## config.mk

```make
export PLATFORM = sky130hd
export DESIGN_NAME = nasd_node_address_decode
export DESIGN_NICKNAME = d
export VERILOG_FILES = /design/src/verilog/nasd_node_address_decode.v /design/src/verilog/nasd_switch_sampler.v
export VERILOG_INCLUDE_DIRS = /design/src /design/src/shared
export SDC_FILE = /design/constraint.sdc
export NUM_CORES = 1
export LEC_CHECK = 0
export BUFFER_PORTS_ARGS = -buffer_cell sky130_fd_sc_hd__buf_2
export CORE_MARGIN = 2
export CORE_UTILIZATION = 46
export DETAILED_ROUTE_END_ITERATION = 16
export PLACE_DENSITY = 0.75
export SETUP_SLACK_MARGIN = 0.3
export SYNTH_ARGS = -nofsm -noshare
export SYNTH_HDL_FRONTEND = slang
export SYNTH_SLANG_ARGS = --single-unit
```

## constraint.sdc

```tcl
create_clock -name clock -period 1.8 [get_ports clock]
set_clock_uncertainty 0.15 [all_clocks]
set_input_delay 0.09 -clock clock [delete_from_list [all_inputs] [get_ports clock]]
set_output_delay 0.09 -clock clock [all_outputs]
set_load 0.02 [all_outputs]
```

## src/shared/nasd_map.vh

```
// constants for the node address switch decoder: codes, limits, timing
// assumes it is included by bare name from design files
`ifndef NASD_MAP_VH
`define NASD_MAP_VH
`define NASD_CODE_SW_LOW    8'h00
`define NASD_CODE_SW_HIGH   8'h80
`define NASD_ADDR_OFFSET    8'h80
`define NASD_ADDR_MAX       8'h7F
`define NASD_NIBBLE_LO      3
`define NASD_NIBBLE_HI      7
`define NASD_CLK_MHZ        200
`define NASD_SETTLE_US      10
`define NASD_SETTLE_CYC     (`NASD_SETTLE_US * `NASD_CLK_MHZ)
// last settle count, sized to the counter: settle cycles minus one
`define NASD_SETTLE_LAST    12'h7CF
`define NASD_CNT_W          12
`endif

```

## src/verilog/nasd_node_address_decode.v

```verilog
// top of the node address switch decoder
// holds: one-shot switch sampler, byte decode, result latch, supply monitor
// assumes nvm and software values are stable until configValid is high
// assumes switch inputs are already synchronous to clock
// serial variant: only moduleAddress, configValid, ready and underVoltage carry meaning
// field bus variant: nodeId, bitRateSel and both source flags load too
// rate code 0 stands for the fixed 1 MBaud rate
// a later switch move never reaches the outputs; a reset is the only re-arm
`timescale 1ns/100ps
`include "nasd_map.vh"
module nasd_node_address_decode (
    input  wire       clock,
    input  wire       rst_n,
    input  wire [3:0] switchLeft,
    input  wire [3:0] switchRight,
    input  wire       fieldBusVariant,
    input  wire [7:0] softwareAddress,
    input  wire [7:0] nvmNodeId,
    input  wire [2:0] nvmBitRate,
    input  wire       mainSupplyOk,
    output reg  [7:0] moduleAddress,
    output reg  [7:0] nodeId,
    output reg  [2:0] bitRateSel,
    output reg        nodeIdFromNvm,
    output reg        bitRateFromNvm,
    output reg        configValid,
    output reg        ready,
    output reg        underVoltage
);
    localparam [2:0] RATE_1M = 3'h0;

    wire [7:0] switchValue;
    wire       captured;
    reg  [7:0] next_moduleAddress;
    reg  [7:0] next_nodeId;
    reg  [2:0] next_bitRateSel;
    reg        next_nodeIdFromNvm;
    reg        next_bitRateFromNvm;
    wire       loadNow;   // one-cycle load window after capture
    wire       loadBus;   // load window on the field bus variant only

    nasd_switch_sampler uSampler (
        .clock       (clock),
        .rst_n       (rst_n),
        .switchLeft  (switchLeft),
        .switchRight (switchRight),
        .switchValue (switchValue),
        .captured    (captured)
    );

    // true for either reserved software code
    function isReserved;
        input [7:0] v;
        begin
            isReserved = (v == `NASD_CODE_SW_LOW) || (v == `NASD_CODE_SW_HIGH);
        end
    endfunction

    // address from switches; top bit dropped keeps it within 127
    function [7:0] switchAddr;
        input [7:0] v;
        begin
            switchAddr = v[7] ? (v - `NASD_ADDR_OFFSET) : v;
            if (switchAddr > `NASD_ADDR_MAX)
                switchAddr = `NASD_ADDR_MAX;
        end
    endfunction

    // true for codes 0x81..0xFF: offset form of an address
    function inUpperRange;
        input [7:0] v;
        begin
            inUpperRange = v[7] && (v[6:0] != 7'h00);
        end
    endfunction

    // true for codes 0x01..0x7F: address used as set
    function inLowerRange;
        input [7:0] v;
        begin
            inLowerRange = !v[7] && (v[6:0] != 7'h00);
        end
    endfunction

    // decode of the captured byte; defaults are the plain switch case
    always @* begin
        next_nodeIdFromNvm  = 1'b0;
        next_bitRateFromNvm = 1'b0;
        next_bitRateSel     = RATE_1M;
        next_nodeId         = switchAddr(switchValue);
        if (isReserved(switchValue))
            next_moduleAddress = softwareAddress;
        else
            next_moduleAddress = switchAddr(switchValue);
        if (switchValue == `NASD_CODE_SW_LOW) begin
            next_nodeIdFromNvm = 1'b1;
            next_nodeId        = nvmNodeId;
        end else if (switchValue == `NASD_CODE_SW_HIGH) begin
            next_nodeIdFromNvm  = 1'b1;
            next_bitRateFromNvm = 1'b1;
            next_nodeId         = nvmNodeId;
            next_bitRateSel     = nvmBitRate;
        end else if (inUpperRange(switchValue)) begin
            next_bitRateFromNvm = 1'b1;
            next_bitRateSel     = nvmBitRate;
        end
        else if (inLowerRange(switchValue)) begin
            next_nodeId = switchValue;
        end
    end

    // single load strobe: capture seen and nothing latched yet
    assign loadNow = captured && !configValid;
    // field bus outputs load only on that variant; serial keeps them at zero
    assign loadBus = loadNow && fieldBusVariant;

    // serial address latched once; held until reset
    always @(posedge clock or negedge rst_n) begin
        if (!rst_n) begin
            moduleAddress <= 8'h00;
        end else if (loadNow) begin
            moduleAddress <= next_moduleAddress;
        end
    end

    // result flag; it also closes the load window for good
    always @(posedge clock or negedge rst_n) begin
        if (!rst_n) begin
            configValid <= 1'b0;
        end else if (loadNow) begin
            configValid <= 1'b1;
        end
    end

    // node id, from the switches or from memory
    always @(posedge clock or negedge rst_n) begin
        if (!rst_n) begin
            nodeId <= 8'h00;
        end else if (loadBus) begin
            nodeId <= next_nodeId;
        end
    end

    // bit rate code; fixed rate unless memory supplies it
    always @(posedge clock or negedge rst_n) begin
        if (!rst_n) begin
            bitRateSel <= RATE_1M;
        end else if (loadBus) begin
            bitRateSel <= next_bitRateSel;
        end
    end

    // source flag for the node id
    always @(posedge clock or negedge rst_n) begin
        if (!rst_n) begin
            nodeIdFromNvm <= 1'b0;
        end else if (loadBus) begin
            nodeIdFromNvm <= next_nodeIdFromNvm;
        end
    end

    // source flag for the bit rate
    always @(posedge clock or negedge rst_n) begin
        if (!rst_n) begin
            bitRateFromNvm <= 1'b0;
        end else if (loadBus) begin
            bitRateFromNvm <= next_bitRateFromNvm;
        end
    end

    // undervoltage is a live level, not sticky, so it clears on recovery
    always @(posedge clock or negedge rst_n) begin
        if (!rst_n) begin
            underVoltage <= 1'b0;
        end else begin
            underVoltage <= !mainSupplyOk;
        end
    end

    // ready needs a latched result and the main supply at once
    always @(posedge clock or negedge rst_n) begin
        if (!rst_n) begin
            ready <= 1'b0;
        end else begin
            ready <= configValid && mainSupplyOk;
        end
    end
endmodule

```

## src/verilog/nasd_switch_sampler.v

```verilog
// one-shot capture of the switch byte after a settle time from reset release
// assumes switch inputs are synchronous and stable during settle
`timescale 1ns/100ps
`include "nasd_map.vh"
module nasd_switch_sampler (
    input  wire       clock,
    input  wire       rst_n,
    input  wire [3:0] switchLeft,
    input  wire [3:0] switchRight,
    output reg  [7:0] switchValue,
    output reg        captured
);
    reg [`NASD_CNT_W-1:0] settleCount;

    // settle count then capture exactly once; never re-armed until reset
    always @(posedge clock or negedge rst_n) begin
        if (!rst_n) begin
            settleCount <= {`NASD_CNT_W{1'b0}};
            switchValue <= 8'h00;
            captured    <= 1'b0;
        end else if (!captured) begin
            if (settleCount == `NASD_SETTLE_LAST) begin
                switchValue <= {switchRight, switchLeft};
                captured    <= 1'b1;
            end else begin
                settleCount <= settleCount + 1'b1;
            end
        end
    end
endmodule

```

Yosys cells after proc, flatten, opt, wreduce, memory -nomap -nowiden

Index checks and enable logic that the tools add are counted.

Register bits: 45
Input bits: 31
Output and inout port bits: 24
Logic and storage cells: 48

Add/sub/neg operators: 2
Order comparisons: 1
Eq/ne operators: 2
Muxes and demuxes: 17
Bitwise gates (word level): 2
Reduce and logical (&&, ||, !) cells: 13

Operators by type and width:

| operator                                                       | number |
|---|---|
| two-way mux 8 bit                                              | 7 |
| adder 12 x 1 -> 12 bit (second input constant)                 | 1 |
| equality test 12 x 11 -> 1 bit (second input constant)         | 1 |
| two-way mux 3 bit                                              | 3 |
| equality test 8 bit (second input constant)                    | 1 |
| greater-than comparator 8 x 7 -> 1 bit (second input constant) | 1 |
| logical NOT 8 bit                                              | 1 |
| subtractor 8 bit (second input constant)                       | 1 |
| two-way mux 1 bit                                              | 7 |
| nonzero test 7 bit                                             | 1 |
| logical AND 1 bit                                              | 5 |
| AND reduction 2 bit                                            | 2 |
| logical NOT 1 bit                                              | 3 |
| NOT 1 bit                                                      | 2 |
| logical OR 1 bit                                               | 1 |

Depth between registers and ports, before layout

Word-level depth: 8
Mapped depth: 5
Depth with buffers taken out: 4

Hierarchy

Synthesis repeated with hierarchy kept, for this count alone.

Cell total of the unflattened synthesis: 179
Area total of the unflattened synthesis: 1949.4 µm²

Modules (own cells, without submodules):

| module                   | instances | cells each | area an instance (µm²) | seq. area each (µm²) |
|---|---|---|---|---|
| nasd_node_address_decode | 1         | 105        | 1016.0                 | 600.6 |
| nasd_switch_sampler      | 1         | 74         | 933.4                  | 525.5 |

Least setup slack after synthesis

Ideal clock, no wire load.

Kind: reg2reg
Start point: reg uSampler.settleCount[0]
End point: reg uSampler.settleCount[1]
Arrival: 1.427 ns
Required time: 1.525 ns
Path slack: 0.098 ns
Cell stages (with the launch flop): 5
Cells stage by stage: dfrtp_1 -> ha_1 -> and2_1 -> a41oi_1 -> mux2_2

Cells in the longest elaborated chain, start to end: 3

RTL lines:

| item                                                           | line                     | RTL |
|---|---|---|
| start: declaration                                             | nasd_switch_sampler.v:13 | `` reg [`NASD_CNT_W-1:0] settleCount; `` |
| start signal: assignment                                       | nasd_switch_sampler.v:18 | `` settleCount <= {`NASD_CNT_W{1'b0}}; `` |
| start signal: assignment                                       | nasd_switch_sampler.v:26 | `settleCount <= settleCount + 1'b1;` |
| branches (longest 3 deep; another with adder 12 x 1 -> 12 bit) | --                       |  |

Parallel ways; which one is timed is not known.
A chain may end at the register's enable or synchronous reset.

Final worst setup path

Start point: reg uSampler.settleCount[4]
End point: reg uSampler.switchValue[2]

Cells in the longest elaborated chain, start to end: 2

RTL lines:

| item                                            | line                     | RTL |
|---|---|---|
| equality test 12 x 11 -> 1 bit (no source line) | --                       |  |
| AND reduction 2 bit (no source line)            | --                       |  |
| end signal: assignment                          | nasd_switch_sampler.v:23 | `switchValue <= {switchRight, switchLeft};` |
| end: declaration                                | nasd_switch_sampler.v:10 | `output reg [7:0] switchValue,` |

Every way passes these cells.

==> results.json <==
{
  "r2r-start": "uSampler.settleCount[4]$_DFFE_PN0P_",
  "p_leak_nw": 1.48,
  "startpoint": "uSampler.settleCount[4]$_DFFE_PN0P_",
  "antenna_found_initial": 0,
  "irDropWorstVdd_uv": 439,
  "fin_nets": 314,
  "setup-violations-final": 0,
  "fill_cells": 264,
  "final_cells": 333,
  "max_stage_delay_ns": 0.43,
  "num_vias": 1725,
  "p_per_area_mw_per_mm2": 649,
  "start_util": 0.480,
  "reg2regPathDepth": 3,
  "synth_area_leaders": "dfrtp_1 59%, mux2_2 5.9%, nand2_1 5.5%",
  "ios": 55,
  "drt_first_iter_violations": 150,
  "ff_latch_area_mm2": 0.00113,
  "power_mw": 1.92,
  "drive_gt1_frac": 0.435,
  "worstSetupPathDepth": 3,
  "seq_area_frac_synth": 0.586,
  "end_kind": "flip-flop",
  "wire_per_inst_um": 16.4,
  "clock_sinks": 45,
  "h-tree-depth": 2,
  "insertion_delay_ns": 0.30,
  "synth_area_leader_cell": "dfrtp_1",
  "holdCritPathClass": "in2async",
  "cap_violations": 0,
  "worst-slew-pin-transition_ns": 0.475,
  "holdWs_ns": 0.0401,
  "cp_cell_sequence": "nor4b_4, and4_4, mux2_4",
  "wl_met3_um": 374,
  "clk_pin_slew_worst_paths_ns": 0.09,
  "cts_made_buffers": 5,
  "slew_viol_final": 0,
  "rsz0062_at_grt": "yes",
  "syn_area_mm2": 0.00192,
  "cts.path.max_buffers": 2,
  "finalHoldViolCount": 0,
  "worstSetupPathType": "reg2reg",
  "slew-limit-headroom": 0.683,
  "synth_cell_types": 34,
  "layout_min_cycle_time_ns": 1.72,
  "slowest_stage": "dfrtp_1",
  "syn_inst": 170,
  "num_rows": 23,
  "setup_tns_ns": 0,
  "dieHeight_um": 68.6,
  "core_mm2": 0.00400,
  "place_hpwl_um": 3120,
  "globalplace.congestion": 0.772,
  "fmax_mhz": 582,
  "path_max_fanout": 8,
  "highest_layer": "met4",
  "dr.pass1.iters": 4,
  "cts_tree": "built",
  "cp.required_ns": 1.84,
  "grt_max_degree": 23,
  "ys_ff_latch": 45,
  "grt_overflow": 0,
  "grt_pass1_vias": 1663,
  "outcome": "finished, final reports clean",
  "critical_path_buf_inv_count": 0,
  "cpLargestDelayFamily": "simple AND/OR/NAND/NOR gates",
  "dp.cells": 282,
  "syn-mean-instance-area_um2": 11.3,
  "viasPerCell": 5.18,
  "multiInputGateArea_um2": 846,
  "antenna_left": 0,
  "crit_path_start_kind": "flip-flop",
  "grt_pass1_wl_um": 7780,
  "ys_warn_count": 0,
  "syn2layout_area_growth_pct": 54.2,
  "fin_crit_sh": 0.954,
  "rrSetupSlack_ns": 0.08,
  "setup_ws_ns": 0.0823,
  "met1_length_um": 2200,
  "die_w_um": 68.6,
  "place_ws_ns": -0.0608,
  "dieArea_mm2": 0.00471,
  "wl_met2_um": 2840,
  "portBuffers": 54,
  "wl_um": 5470,
  "grt_usage": 0.233,
  "netlist.area_leader.share": 0.586,
  "diodes": 0,
  "syn_nets": 202,
  "cts_root_buffer": "clkbuf_8",
  "cp_data_arrival_time_ns": 1.76,
  "drc_errors": 0
}
[power by group]
part / switching [mW] / leakage [nW] / total [mW] / internal [mW]
registers: 0.000197 / 0.565 / 1.01 / 1.01
clock network: 0.368 / 0.0543 / 0.783 / 0.416
logic: 0.0522 / 0.858 / 0.127 / 0.0750
[timing repair]
action                                  in CTS  in global routing
gates cloned                                 0                  1
endpoints found under the hold margin       74                  0
pin swaps                                    9                  9
setup buffers                                7                  6
hold buffers                                29                  0
resized for setup                           10                 26
endpoints found under the setup margin      27                 32
[routing by layer]
| layer | vias to the layer above | global-route usage |
|---|---|---|
| met5 | - | 0 |
| met4 | 0 | 0.0775 |
| met3 | 6 | 0.0617 |
| met2 | 65 | 0.412 |
| met1 | 830 | 0.272 |
| li1 | 824 | - |
[cell usage in the layout (no fill, tap or decap), drive strengths merged]
cell type	netlist	routed
bufinv	0	1
nand3	5	5
a31oi	14	14
and3b	1	1
nand4b	1	1
nor3	2	2
o21ai	20	20
dfrtp	45	45
clkinv	0	1
and2	3	3
a21bo	1	1
or2	1	1
buf	3	83
nor4b	1	1
mux2	10	10
nor2	3	3
nor4	2	2
and4b	1	1
and3	3	3
dlygate4sd3	0	29
xor2	4	4
a41oi	1	1
nand4	2	2
clkinvlp	0	1
nand3b	1	1
a21oi	3	3
ha	1	1
and4	2	2
nand2b	1	1
xnor2	4	4
nand2	28	28
clkbuf	4	5
inv	3	3
[sequential cells by signal (all words and copies together) (netlist names)]
name / count
uSampler.settleCount: 12
moduleAddress: 8
nodeId: 8
uSampler.switchValue: 8
bitRateSel: 3
bitRateFromNvm: 1
configValid: 1
nodeIdFromNvm: 1
ready: 1
uSampler.captured: 1
underVoltage: 1
[layout make-up]
class                      count  area share
sequential                    45       0.381
multi-input combinational    115       0.286
timing repair buffer         112       0.269
clock buffer                   5      0.0232
tap                           50      0.0211
clock inverter                 3      0.0156
inverter                       3     0.00380
[cell usage after synthesis (all sizes together)]
master / count
dfrtp: 45
and4b: 1
nand4b: 1
nand2: 28
ha: 1
nor4b: 1
xnor2: 4
a21oi: 3
and3: 3
nor3: 2
a21bo: 1
nand3b: 1
nor4: 2
nand4: 2
xor2: 4
a41oi: 1
and2: 3
or2: 1
and4: 2
nand3: 5
a31oi: 14
and3b: 1
mux2: 10
inv: 3
buf: 3
o21ai: 20
nor2: 3
clkbuf: 4
nand2b: 1
[kinds of logic (layout without fill, tap and decap cells)]
| logic type | count (synthesis) | in the layout | synth area share |
|---|---|---|---|
| AO/OA/AOI/OAI | 39 | 39 | 0.115 |
| XOR/XNOR | 8 | 8 | 0.0365 |
| adder cells (fa/ha/maj) | 1 | 1 | 0.00651 |
| buffers and inverters | 10 | 123 | 0.0280 |
| flip-flops | 45 | 45 | 0.586 |
| multiplexers | 10 | 10 | 0.0586 |
| AND/OR/NAND/NOR | 57 | 57 | 0.169 |
[through the flow]
stage | util | cell area [um2]
after floorplan | - | 1960
after global placement | 0.591 | 2360
after detailed placement | 0.591 | 2360
after CTS | 0.714 | 2860
after global routing | 0.740 | 2960
final | 0.740 | 2960
[final timing paths]
| kind | to |
|---|---|
| worst max-delay path | uSampler.switchValue[2]$_DFFE_PN0P_ |
| worst min-delay path | uSampler.settleCount[10]$_DFFE_PN0P_ |
| worst max register to register | uSampler.switchValue[2]$_DFFE_PN0P_ |
| worst min register to register | bitRateSel[2]$_DFFE_PN0P_ |
| max in group asynchronous | uSampler.settleCount[2]$_DFFE_PN0P_ |
| min in group clock | bitRateSel[1]$_DFFE_PN0P_ |
No activity file was read; power rests on OpenSTA's default activity.
